<file path="config.mk">
export PLATFORM = sky130hd
export DESIGN_NAME = data_processing_unit
export DESIGN_NICKNAME = d
export VERILOG_FILES = /design/src/logic/dp_pkg.sv /design/src/logic/barrel_shifter.sv /design/src/logic/data_processing_unit.sv
export SDC_FILE = /design/constraint.sdc
export NUM_CORES = 1
export LEC_CHECK = 0
export ABC_AREA = 1
export BUFFER_PORTS_ARGS = -buffer_cell sky130_fd_sc_hd__buf_4
export CAP_MARGIN = 20
export CELL_PAD_IN_SITES_DETAIL_PLACEMENT = 1
export CELL_PAD_IN_SITES_GLOBAL_PLACEMENT = 2
export CORE_ASPECT_RATIO = 0.8
export CORE_UTILIZATION = 32
export CTS_BUF_LIST = sky130_fd_sc_hd__clkbuf_4 sky130_fd_sc_hd__clkbuf_8 sky130_fd_sc_hd__clkbuf_16
export DETAILED_ROUTE_END_ITERATION = 10
export HOLD_SLACK_MARGIN = 0.15
export PLACE_DENSITY_LB_ADDON = 0.08
export SETUP_SLACK_MARGIN = 0.5
export SLEW_MARGIN = 25
export SYNTH_ARGS = -nofsm -noshare
export SYNTH_HDL_FRONTEND = slang
export SYNTH_SLANG_ARGS = --single-unit
</file>
<file path="constraint.sdc">
create_clock -name clk -period 13.2 [get_ports clk]
set_input_delay 0.66 -clock clk [delete_from_list [all_inputs] [get_ports clk]]
set_output_delay 0.66 -clock clk [all_outputs]
set_load 0.01 [all_outputs]
</file>
<file path="src/logic/dp_pkg.sv">
// constants shared by the data processing datapath and its barrel shifter
// assumes a 32-bit word and the core's own decoder as the only source
package dp_pkg;

   // ----------------------------------------------------------------------
   // instruction fields
   // ----------------------------------------------------------------------
   localparam int IMM_BIT = 25;
   localparam int OPC_HI = 24;
   localparam int OPC_LO = 21;
   localparam int SET_BIT = 20;
   localparam int FIRST_HI = 19;
   localparam int FIRST_LO = 16;
   localparam int DEST_HI = 15;
   localparam int DEST_LO = 12;
   localparam int AMT_REG_HI = 11;
   localparam int AMT_REG_LO = 8;
   localparam int ROT_HI = 11;
   localparam int ROT_LO = 8;
   localparam int SHAMT_HI = 11;
   localparam int SHAMT_LO = 7;
   localparam int MUL_SEL_BIT = 7;
   localparam int KIND_HI = 6;
   localparam int KIND_LO = 5;
   localparam int REG_SHIFT_BIT = 4;
   localparam int SECOND_HI = 3;
   localparam int SECOND_LO = 0;
   localparam int IMM8_HI = 7;
   localparam int IMM8_LO = 0;

   // ----------------------------------------------------------------------
   // opcodes and shift kinds
   // ----------------------------------------------------------------------
   localparam logic [3:0] OPC_AND = 4'h0;
   localparam logic [3:0] OPC_XOR = 4'h1;
   localparam logic [3:0] OPC_SUB = 4'h2;
   localparam logic [3:0] OPC_RSUB = 4'h3;
   localparam logic [3:0] OPC_ADD = 4'h4;
   localparam logic [3:0] OPC_ADDC = 4'h5;
   localparam logic [3:0] OPC_SUBC = 4'h6;
   localparam logic [3:0] OPC_RSUBC = 4'h7;
   localparam logic [3:0] OPC_TEST_BITS = 4'h8;
   localparam logic [3:0] OPC_TEST_EQUIV = 4'h9;
   localparam logic [3:0] OPC_COMPARE = 4'ha;
   localparam logic [3:0] OPC_COMPARE_NEG = 4'hb;
   localparam logic [3:0] OPC_OR = 4'hc;
   localparam logic [3:0] OPC_MOVE = 4'hd;
   localparam logic [3:0] OPC_BIT_CLEAR = 4'he;
   localparam logic [3:0] OPC_MOVE_NOT = 4'hf;
   localparam logic [1:0] TEST_GROUP = 2'h2;

   localparam logic [1:0] SHIFT_LEFT = 2'h0;
   localparam logic [1:0] SHIFT_RIGHT = 2'h1;
   localparam logic [1:0] SHIFT_ARITH = 2'h2;
   localparam logic [1:0] SHIFT_ROTATE = 2'h3;
   localparam logic [7:0] SHIFT_FULL_WORD = 8'h20;
   localparam logic [5:0] ROTATE_FULL_WORD = 6'h20;

   // ----------------------------------------------------------------------
   // registers, status word and timing
   // ----------------------------------------------------------------------
   localparam logic [3:0] PC_INDEX = 4'hf;
   localparam logic [31:0] PC_AHEAD_IMM = 32'h0000_0008;
   localparam logic [31:0] PC_AHEAD_REG = 32'h0000_000c;
   localparam int FLAG_N = 31;
   localparam int FLAG_Z = 30;
   localparam int FLAG_C = 29;
   localparam int FLAG_V = 28;
   localparam int MODE_HI = 4;
   localparam int MODE_LO = 0;
   localparam logic [4:0] MODE_USER = 5'h10;
   localparam logic [31:0] STATUS_RESET = 32'h0000_00d3;
   localparam logic [1:0] FETCHES_NORMAL = 2'h1;
   localparam logic [1:0] FETCHES_PC_WRITE = 2'h3;
   localparam logic [1:0] REFILL_CYCLES = FETCHES_PC_WRITE - FETCHES_NORMAL;
   localparam logic [1:0] REFILL_LAST = 2'h1;

   typedef enum logic [3:0] {
      ST_IDLE = 4'h1,
      ST_INTERNAL = 4'h2,
      ST_EXEC = 4'h4,
      ST_REFILL = 4'h8
   } dp_state_e;

endpackage

</file>
<file path="src/logic/barrel_shifter.sv">
// barrel shifter for the second operand: four shift kinds plus the
// one-bit extended rotate; purely combinational
// assumes the caller has already mapped encoded special amounts
`timescale 1ns/10ps

module barrel_shifter (
   // operand and control
   input wire logic [31:0] value,
   input wire logic [1:0] kind,
   input wire logic [7:0] amount,
   input wire logic extend,
   input wire logic carry_in,
   // shifted operand
   output logic [31:0] result,
   output logic carry_out
);

   logic [32:0] left_w;
   logic [32:0] right_w;
   logic [32:0] arith_w;
   logic [5:0] rot_amount;
   logic [63:0] rot_w;

   // ----------------------------------------------------------------------
   // shift paths; the spare bit carries the last bit shifted out
   // ----------------------------------------------------------------------
   assign left_w = {1'b0, value} << amount;
   assign right_w = {value, 1'b0} >> amount;
   assign arith_w = $signed({value, 1'b0}) >>> amount;
   // multiples of 32 rotate by a full word
   assign rot_amount = (amount[4:0] == 5'h00) ? dp_pkg::ROTATE_FULL_WORD
                       : {1'b0, amount[4:0]};
   assign rot_w = {value, value} >> rot_amount;

   always_comb begin
      result = value;
      carry_out = carry_in;
      if (extend) begin
         result = {carry_in, value[31:1]};
         carry_out = value[0];
      end else if (amount != 8'h00) begin
         case (kind)
            dp_pkg::SHIFT_LEFT: begin
               result = left_w[31:0];
               carry_out = left_w[32];
            end
            dp_pkg::SHIFT_RIGHT: begin
               result = right_w[32:1];
               carry_out = right_w[0];
            end
            dp_pkg::SHIFT_ARITH: begin
               result = arith_w[32:1];
               carry_out = arith_w[0];
            end
            default: begin
               result = rot_w[31:0];
               carry_out = rot_w[31];
            end
         endcase
      end
   end

endmodule

</file>
<file path="src/logic/data_processing_unit.sv">
// execution datapath for data processing instructions: operand fetch
// with program counter view, shifter, alu, flags and status restore
// assumes the decoder offers only data processing class words and that
// register read data are valid in the cycle the instruction is issued
`timescale 1ns/10ps

// Overview of operation
// - register shift amount uses low byte only
// - register amount zero passes operand, old carry
// - amounts 1 to 31 match encoded shifts
// - left by 32 carry bit0, beyond zero
// - right by 32 carry bit31, beyond zero
// - arithmetic 32 or more fills with sign
// - rotate by 32 returns operand, carry bit31
// - rotate above 32 reduces modulo 32
// - bit 7 set with register shift means not data operation
// - immediate zero-extended, rotated by twice field
// - non-pc destination may update flags
// - pc destination without set keeps status
// - pc destination with set restores status
// - pc operand is address plus 8 or 12
// - test opcodes never write, set flags except legacy restore
// - legacy restore test: privileged restores, user nothing
// - fetch and internal cycle counts per variant
// - opcode selects sixteen operations in order
// - logical flags: carry from shifter, overflow kept
// - arithmetic flags: adder carry and overflow
// - rotate-by-zero encoding rotates through carry
module data_processing_unit (
   // clock and reset
   input wire logic clk,
   input wire logic reset_n,
   // instruction issue
   input wire logic issue,
   input wire logic [31:0] instr,
   input wire logic [31:0] instr_addr,
   // register file read data
   input wire logic [31:0] first_operand_register,
   input wire logic [31:0] second_operand_register,
   input wire logic [31:0] shift_amount_register,
   // status words
   input wire logic [31:0] saved_status_word,
   input wire logic status_load,
   input wire logic [31:0] status_load_value,
   // progress
   output logic busy,
   output logic fetch,
   output logic internal_cycle,
   output logic done,
   output logic not_data_op,
   output logic illegal_amount_source,
   // results
   output logic dest_write,
   output logic [3:0] dest_index,
   output logic [31:0] dest_value,
   output logic pc_write,
   output logic [31:0] pc_value,
   output logic [31:0] current_status_word
);

   dp_pkg::dp_state_e state_q, state_d;
   logic [31:0] instr_q;
   logic [31:0] op1_q;
   logic [31:0] op2_q;
   logic [7:0] amount_q;
   logic [1:0] refill_q, refill_d;
   logic [31:0] status_q, status_d;
   logic busy_q, fetch_q, internal_q, done_q, not_data_q, illegal_q;
   logic dest_write_q, pc_write_q;
   logic [3:0] dest_index_q;
   logic [31:0] result_q;

   // ----------------------------------------------------------------------
   // issue-time decode and program counter view
   // ----------------------------------------------------------------------
   logic in_reg_shift, in_mul_sel, in_amount_pc, accept, start;
   logic [31:0] pc_view, op1_in, op2_in;

   assign in_reg_shift = !instr[dp_pkg::IMM_BIT] &&
                         instr[dp_pkg::REG_SHIFT_BIT];
   assign in_mul_sel = in_reg_shift && instr[dp_pkg::MUL_SEL_BIT];
   assign in_amount_pc = in_reg_shift &&
      instr[dp_pkg::AMT_REG_HI:dp_pkg::AMT_REG_LO] == dp_pkg::PC_INDEX;
   assign accept = issue && (state_q == dp_pkg::ST_IDLE);
   assign start = accept && !in_mul_sel && !in_amount_pc;
   assign pc_view = instr_addr + (in_reg_shift ? dp_pkg::PC_AHEAD_REG
                                               : dp_pkg::PC_AHEAD_IMM);
   assign op1_in = (instr[dp_pkg::FIRST_HI:dp_pkg::FIRST_LO] ==
                    dp_pkg::PC_INDEX) ? pc_view : first_operand_register;
   assign op2_in = (instr[dp_pkg::SECOND_HI:dp_pkg::SECOND_LO] ==
                    dp_pkg::PC_INDEX) ? pc_view : second_operand_register;

   // ----------------------------------------------------------------------
   // latched instruction fields
   // ----------------------------------------------------------------------
   logic use_imm, reg_shift, set_bit, test_op, logical, dest_is_pc;
   logic legacy_restore, privileged, writes_pc, flags_update, restore;
   logic [3:0] opcode;
   logic [3:0] dest_idx;
   logic [1:0] enc_kind;
   logic [4:0] enc_amount;

   assign use_imm = instr_q[dp_pkg::IMM_BIT];
   assign reg_shift = !use_imm && instr_q[dp_pkg::REG_SHIFT_BIT];
   assign opcode = instr_q[dp_pkg::OPC_HI:dp_pkg::OPC_LO];
   assign set_bit = instr_q[dp_pkg::SET_BIT];
   assign dest_idx = instr_q[dp_pkg::DEST_HI:dp_pkg::DEST_LO];
   assign enc_kind = instr_q[dp_pkg::KIND_HI:dp_pkg::KIND_LO];
   assign enc_amount = instr_q[dp_pkg::SHAMT_HI:dp_pkg::SHAMT_LO];
   assign dest_is_pc = dest_idx == dp_pkg::PC_INDEX;
   assign test_op = opcode[3:2] == dp_pkg::TEST_GROUP;
   assign logical = test_op ? !opcode[1]
      : (opcode[3] || opcode == dp_pkg::OPC_AND ||
         opcode == dp_pkg::OPC_XOR);
   assign privileged = status_q[dp_pkg::MODE_HI:dp_pkg::MODE_LO] !=
                       dp_pkg::MODE_USER;
   assign legacy_restore = opcode == dp_pkg::OPC_TEST_EQUIV && set_bit &&
                           dest_is_pc;
   assign writes_pc = dest_is_pc && !test_op;
   // test opcodes behave as if the set bit were present
   assign flags_update = test_op ? !legacy_restore
                                 : (set_bit && !dest_is_pc);
   assign restore = (writes_pc && set_bit) ||
                    (legacy_restore && privileged);

   // ----------------------------------------------------------------------
   // shifter operand selection
   // ----------------------------------------------------------------------
   logic [31:0] sh_value;
   logic [1:0] sh_kind;
   logic [7:0] sh_amount;
   logic sh_extend, sh_carry;
   logic [31:0] op2;
   logic enc_zero;

   assign enc_zero = enc_amount == 5'h00;
   assign sh_value = use_imm ? {24'h00_0000,
      instr_q[dp_pkg::IMM8_HI:dp_pkg::IMM8_LO]} : op2_q;
   assign sh_kind = use_imm ? dp_pkg::SHIFT_ROTATE : enc_kind;
   // encoded right and arithmetic by zero stand for a full word
   assign sh_amount = use_imm ?
      {3'h0, instr_q[dp_pkg::ROT_HI:dp_pkg::ROT_LO], 1'b0}
      : reg_shift ? amount_q
      : (enc_zero && (enc_kind == dp_pkg::SHIFT_RIGHT ||
                      enc_kind == dp_pkg::SHIFT_ARITH))
         ? dp_pkg::SHIFT_FULL_WORD : {3'h0, enc_amount};
   assign sh_extend = !use_imm && !reg_shift && enc_zero &&
                      enc_kind == dp_pkg::SHIFT_ROTATE;

   barrel_shifter u_shifter (
      .value(sh_value),
      .kind(sh_kind),
      .amount(sh_amount),
      .extend(sh_extend),
      .carry_in(status_q[dp_pkg::FLAG_C]),
      .result(op2),
      .carry_out(sh_carry)
   );

   // ----------------------------------------------------------------------
   // alu
   // ----------------------------------------------------------------------
   logic [31:0] add_x, add_y, logic_res, result;
   logic add_ci, carry_now;
   logic [32:0] sum;
   logic add_v;

   assign carry_now = status_q[dp_pkg::FLAG_C];

   always_comb begin
      add_x = op1_q;
      add_y = op2;
      add_ci = 1'b0;
      logic_res = op1_q & op2;
      case (opcode)
         dp_pkg::OPC_AND, dp_pkg::OPC_TEST_BITS: logic_res = op1_q & op2;
         dp_pkg::OPC_XOR, dp_pkg::OPC_TEST_EQUIV: logic_res = op1_q ^ op2;
         dp_pkg::OPC_SUB, dp_pkg::OPC_COMPARE: begin
            add_y = ~op2;
            add_ci = 1'b1;
         end
         dp_pkg::OPC_RSUB: begin
            add_x = op2;
            add_y = ~op1_q;
            add_ci = 1'b1;
         end
         dp_pkg::OPC_ADD, dp_pkg::OPC_COMPARE_NEG: add_ci = 1'b0;
         dp_pkg::OPC_ADDC: add_ci = carry_now;
         dp_pkg::OPC_SUBC: begin
            add_y = ~op2;
            add_ci = carry_now;
         end
         dp_pkg::OPC_RSUBC: begin
            add_x = op2;
            add_y = ~op1_q;
            add_ci = carry_now;
         end
         dp_pkg::OPC_OR: logic_res = op1_q | op2;
         dp_pkg::OPC_MOVE: logic_res = op2;
         dp_pkg::OPC_BIT_CLEAR: logic_res = op1_q & ~op2;
         dp_pkg::OPC_MOVE_NOT: logic_res = ~op2;
         default: logic_res = op1_q & op2;
      endcase
   end

   assign sum = {1'b0, add_x} + {1'b0, add_y} + {32'h0000_0000, add_ci};
   assign add_v = (add_x[31] == add_y[31]) && (sum[31] != add_x[31]);
   assign result = logical ? logic_res : sum[31:0];

   // ----------------------------------------------------------------------
   // status word update
   // ----------------------------------------------------------------------
   logic exec_now;
   logic [3:0] new_flags;

   assign exec_now = state_q == dp_pkg::ST_EXEC;
   assign new_flags = {result[31], result == 32'h0000_0000,
      logical ? sh_carry : sum[32],
      logical ? status_q[dp_pkg::FLAG_V] : add_v};

   always_comb begin
      status_d = status_q;
      if (exec_now && restore) begin
         status_d = saved_status_word;
      end else if (exec_now && flags_update) begin
         status_d[dp_pkg::FLAG_N:dp_pkg::FLAG_V] = new_flags;
      end else if (status_load) begin
         status_d = status_load_value;
      end
   end

   // ----------------------------------------------------------------------
   // sequencing: internal cycle, execute fetch, refill fetches
   // ----------------------------------------------------------------------
   logic finish;

   always_comb begin
      state_d = state_q;
      refill_d = refill_q;
      finish = 1'b0;
      case (state_q)
         dp_pkg::ST_IDLE: begin
            if (start) begin
               state_d = in_reg_shift ? dp_pkg::ST_INTERNAL
                                      : dp_pkg::ST_EXEC;
            end
         end
         dp_pkg::ST_INTERNAL: state_d = dp_pkg::ST_EXEC;
         dp_pkg::ST_EXEC: begin
            if (writes_pc) begin
               state_d = dp_pkg::ST_REFILL;
               refill_d = dp_pkg::REFILL_CYCLES;
            end else begin
               state_d = dp_pkg::ST_IDLE;
               finish = 1'b1;
            end
         end
         dp_pkg::ST_REFILL: begin
            refill_d = refill_q - 2'h1;
            if (refill_q == dp_pkg::REFILL_LAST) begin
               state_d = dp_pkg::ST_IDLE;
               finish = 1'b1;
            end
         end
         default: state_d = dp_pkg::ST_IDLE;
      endcase
   end

   // ----------------------------------------------------------------------
   // registers
   // ----------------------------------------------------------------------
   always_ff @(posedge clk or negedge reset_n) begin
      if (!reset_n) begin
         state_q <= dp_pkg::ST_IDLE;
         refill_q <= 2'h0;
         status_q <= dp_pkg::STATUS_RESET;
      end else begin
         state_q <= state_d;
         refill_q <= refill_d;
         status_q <= status_d;
      end
   end

   always_ff @(posedge clk or negedge reset_n) begin
      if (!reset_n) begin
         instr_q <= 32'h0000_0000;
         op1_q <= 32'h0000_0000;
         op2_q <= 32'h0000_0000;
         amount_q <= 8'h00;
      end else if (start) begin
         instr_q <= instr;
         op1_q <= op1_in;
         op2_q <= op2_in;
         amount_q <= shift_amount_register[7:0];
      end
   end

   always_ff @(posedge clk or negedge reset_n) begin
      if (!reset_n) begin
         busy_q <= 1'b0;
         fetch_q <= 1'b0;
         internal_q <= 1'b0;
         done_q <= 1'b0;
         not_data_q <= 1'b0;
         illegal_q <= 1'b0;
      end else begin
         busy_q <= state_d != dp_pkg::ST_IDLE;
         fetch_q <= state_d == dp_pkg::ST_EXEC ||
                    state_d == dp_pkg::ST_REFILL;
         internal_q <= state_d == dp_pkg::ST_INTERNAL;
         done_q <= finish;
         not_data_q <= accept && in_mul_sel;
         illegal_q <= accept && !in_mul_sel && in_amount_pc;
      end
   end

   always_ff @(posedge clk or negedge reset_n) begin
      if (!reset_n) begin
         dest_write_q <= 1'b0;
         pc_write_q <= 1'b0;
         dest_index_q <= 4'h0;
         result_q <= 32'h0000_0000;
      end else begin
         dest_write_q <= exec_now && !test_op && !dest_is_pc;
         pc_write_q <= exec_now && writes_pc;
         if (exec_now) begin
            dest_index_q <= dest_idx;
            result_q <= result;
         end
      end
   end

   // ----------------------------------------------------------------------
   // outputs
   // ----------------------------------------------------------------------
   assign busy = busy_q;
   assign fetch = fetch_q;
   assign internal_cycle = internal_q;
   assign done = done_q;
   assign not_data_op = not_data_q;
   assign illegal_amount_source = illegal_q;
   assign dest_write = dest_write_q;
   assign dest_index = dest_index_q;
   assign dest_value = result_q;
   assign pc_write = pc_write_q;
   assign pc_value = result_q;
   assign current_status_word = status_q;

endmodule

</file>
==> summary.txt <==
Synthesis
  • Post-synthesis sequential area ratio: 20.7%
  • YS warnings: 0
  • Simple-gate area share of the yosys netlist: a little under half
  • Syn Nets: 4054
  • Synth Area in Compound Gates: 15.1%
  • Post-synthesis mux area share: 0%
  • EDFF count, synth: 0
  • Number of library cell types mapped by synthesis: 55
  • Avg Inst Size Synth: 5.68 µm²
  • Synth Area in Adders: 4.12%
  • Top FF cell, synth: dfrtp_1
  • Synth Instances: 3757
  • Fraction of registers with async set or reset after synthesis: 100%
  • Post-Synth XOR/XNOR Area: under 10%
  • Largest family of logic cells by synthesized area: simple AND/OR/NAND/NOR gates
  • Synthesized flop and latch total: 176
  • Post-synth design cell area: between 20000 and 25000 µm²

Timing
  • Slew Limit Fails: 0
  • Final period util: 69.1%
  • Fmax: 110 MHz
  • Min cycle time layout: 9.12 ns
  • Final Setup Violations: 0
  • Hold_ws: around 0.35 ns
  • Rel. slew slack: 27.1%
  • Setup Total Neg Slack: 0 ns
  • RSZ-0062 raised after global routing: false
  • Final hold violation count: 0
  • Worst-Margin Slew: 1.08 ns
  • Skew final: 0.0231 ns

Global route
  • Tot GR Track Use: ~36%
  • Number of global-route vias before repair: 26300
  • Largest net degree at the start of global routing: 83
  • GRT Residual Overflow: 0
  • Antenna violations before repair: 3
  • Global-route wire length before repair: 178000 µm

Critical path
  • Max incr delay on CP: about 0.74 ns
  • R2R setup slack: 4.08 ns
  • Setup crit start kind: flip-flop
  • Crit-path max FO: 31
  • CP Capture Type: flip-flop
  • Worst endpoint data arrival time: 9.55 ns
  • Most used cell along the critical path: nand2_1
  • Worst r2r dst: current_status_word[30]$_DFFE_PN0P_
  • Slowest cell on crit path: nand3_2
  • Kind of critical path: flip-flop to flip-flop
  • Reg2reg path depth: 47
  • R2r startpoint: instr_q[4]$_DFFE_PN0P_
  • Worst path required time: about 14 ns

Job
  • MaxCap Viol Count: 0

Floorplanning
  • Die ar.: 67700 µm²
  • Initial Utilization: 32.4%
  • Rows: 84
  • Total core area: between 60000 and 70000 µm²
  • Ports: 336
  • Die H: 233 µm
  • Chip Width: 291 µm

Clock tree
  • Clock root buffer: clkbuf_16
  • CTS Buf Count: 17
  • Clock latency on the worst-skew pair: 0.51 ns
  • H-tree Lvls: 4
  • CTS tree: done
  • # Post-CTS Setup Buffers: 0
  • CTS Hold Buffers Added: 1
  • Clk buf depth: 2
  • CTS Sinks: 176
  • Post_cts resized: 0
  • Reg clk slew, reported paths: ~0.090 ns

Routing
  • DRT iter0 DRCs: 2985
  • Routed len/inst: 25.8 µm
  • TritonRoute pass-1 iters: 5
  • Residual DRC: 0
  • Antenna Nets Post-Route: 0
  • Via-to-Cell Ratio: between 5 and 6
  • Vias: 27700
  • Final wirelength: 123000 µm

Final layout
  • Commonest non-fill, non-tap cell in the layout: nand2_1
  • NumNets Final: 4182
  • Layout cells sized above 1: 12.0%
  • Non-Filler Instances: 4758
  • Ant diodes: 0
  • FILL cells: 8971
  • Most frequent cells in the layout: 1188 x nand2_1, 744 x nand3_1, 356 x buf_4
  • Area Growth Syn to Fin: 15.1%

Hold path
  • Hold EP: amount_q[4]$_DFFE_PN0P_
  • Hold Path Class: primary input to flip-flop
  • Hold Crit Start: shift_amount_register[4]
  • Hold Path Depth: 3

Placement
  • I/O Buffers: 305
  • Dpl cells: 4724
  • DP HPWL: 98000 µm
  • GPL Wtd Cong: about 1.0

Outcome
  • Status: complete, no violations
## registers in the layout, indices dropped and copies added (netlist names)
register / cells
not_data_op: 1
refill_q: 2
current_status_word: 32
done: 1
dest_index: 4
internal_cycle: 1
dest_write: 1
illegal_amount_source: 1
op2_q: 32
fetch: 1
dest_value: 32
state_q: 4
amount_q: 8
pc_write: 1
busy: 1
instr_q: 22
op1_q: 32
## kinds of logic (layout without fill, tap and decap cells)
logic type                 count (synthesis)  after routing
and+or+nand+nor                         2366           2366
AOI/OAI and AO/OA                        582            582
buffers and inverters                    522            663
DFF                                      176            176
adders and majority gates                 69             69
xor gates and xnor gates                  42             42
## layout make-up
class	instances	area (µm²)	area share, %
multi-input combinational	3059	14700	59.9
sequential	176	4410	18.0
inverter	271	1020	4.16
tap	860	1080	4.38
clock buffer	18	433	1.76
timing repair buffer	360	2740	11.2
clock inverter	14	165	0.673
## per-layer routing
layer  share of wire [%]  vias to the layer above  GRT usage, %  wire length [µm]
met2                  40                     1226          49.8             49000
met5              0.0081                        -             0                10
met1                  48                    13600          54.0             58900
met3                  11                       82          9.39             13400
met4                 1.2                        2          5.46              1430
li1                    -                    12800             -                 -
## critical path, delay by kind of cell, from the launching register on
kind | cells | cell delay, ns
AO/OA/AOI/OAI | 9 | 2.31
adder cells (fa/ha/maj) | 1 | 0.44
buffers and inverters | 4 | 0.97
flip-flops | 1 | 0.66
AND/OR/NAND/NOR | 33 | 4.59
## synth_stat cells (all sizes together), types with 2 or more instances
cell,n,area share [%]
a31oi,55,1.6
nand3b,10,0.35
clkbuf,113,2.0
inv,263,4.6
and2,2,0.059
o311ai,2,0.082
nor4,5,0.15
nand4,32,0.94
a21o,8,0.28
or2,4,0.12
and3,2,0.059
buf,138,4.0
ha,67,3.9
xor2,26,1.1
dfstp,6,0.74
o211ai,22,0.77
a21oi,130,3.1
nand2,1215,22
dfrtp,170,20
o22ai,41,1.2
a31o,3,0.12
o21a,5,0.18
o21bai,4,0.14
nand3,748,18
a21boi,2,0.070
a22oi,5,0.18
clkinv,8,0.14
fa,2,0.19
nor2,320,5.7
nor3,27,0.68
xnor2,16,0.66
o221ai,3,0.12
o21ai,295,7.0
## how the worst max path moves through the flow
stage,cells past startpoint,start,endpoint
6_report,47,instr_q[4]$_DFFE_PN0P_,current_status_word[30]$_DFFE_PN0P_
3_5_place_dp,47,instr_q[4]$_DFFE_PN0P_,current_status_word[30]$_DFFE_PN0P_
3_3_place_gp,47,instr_q[4]$_DFFE_PN0P_,current_status_word[30]$_DFFE_PN0P_
5_1_grt,43,instr_q[4]$_DFFE_PN0P_,current_status_word[30]$_DFFE_PN0P_
2_1_floorplan,48,instr_q[4]$_DFFE_PN0P_,current_status_word[30]$_DFFE_PN0P_
4_1_cts,47,instr_q[4]$_DFFE_PN0P_,current_status_word[30]$_DFFE_PN0P_
## through the flow
step	utilization (%)	instance area (µm²)	setup WS [ns]
5_1_grt	37.3	24500	3.35
2_1_floorplan	-	21300	7.98
4_1_cts	37.3	24500	4.23
3_5_place_dp	36.3	23900	4.28
3_3_place_gp	36.3	23900	4.51
6_report	37.3	24500	4.08
Power is not shown: default switching activity piles up to over one toggle a cycle in this logic, so the estimate is an artifact.
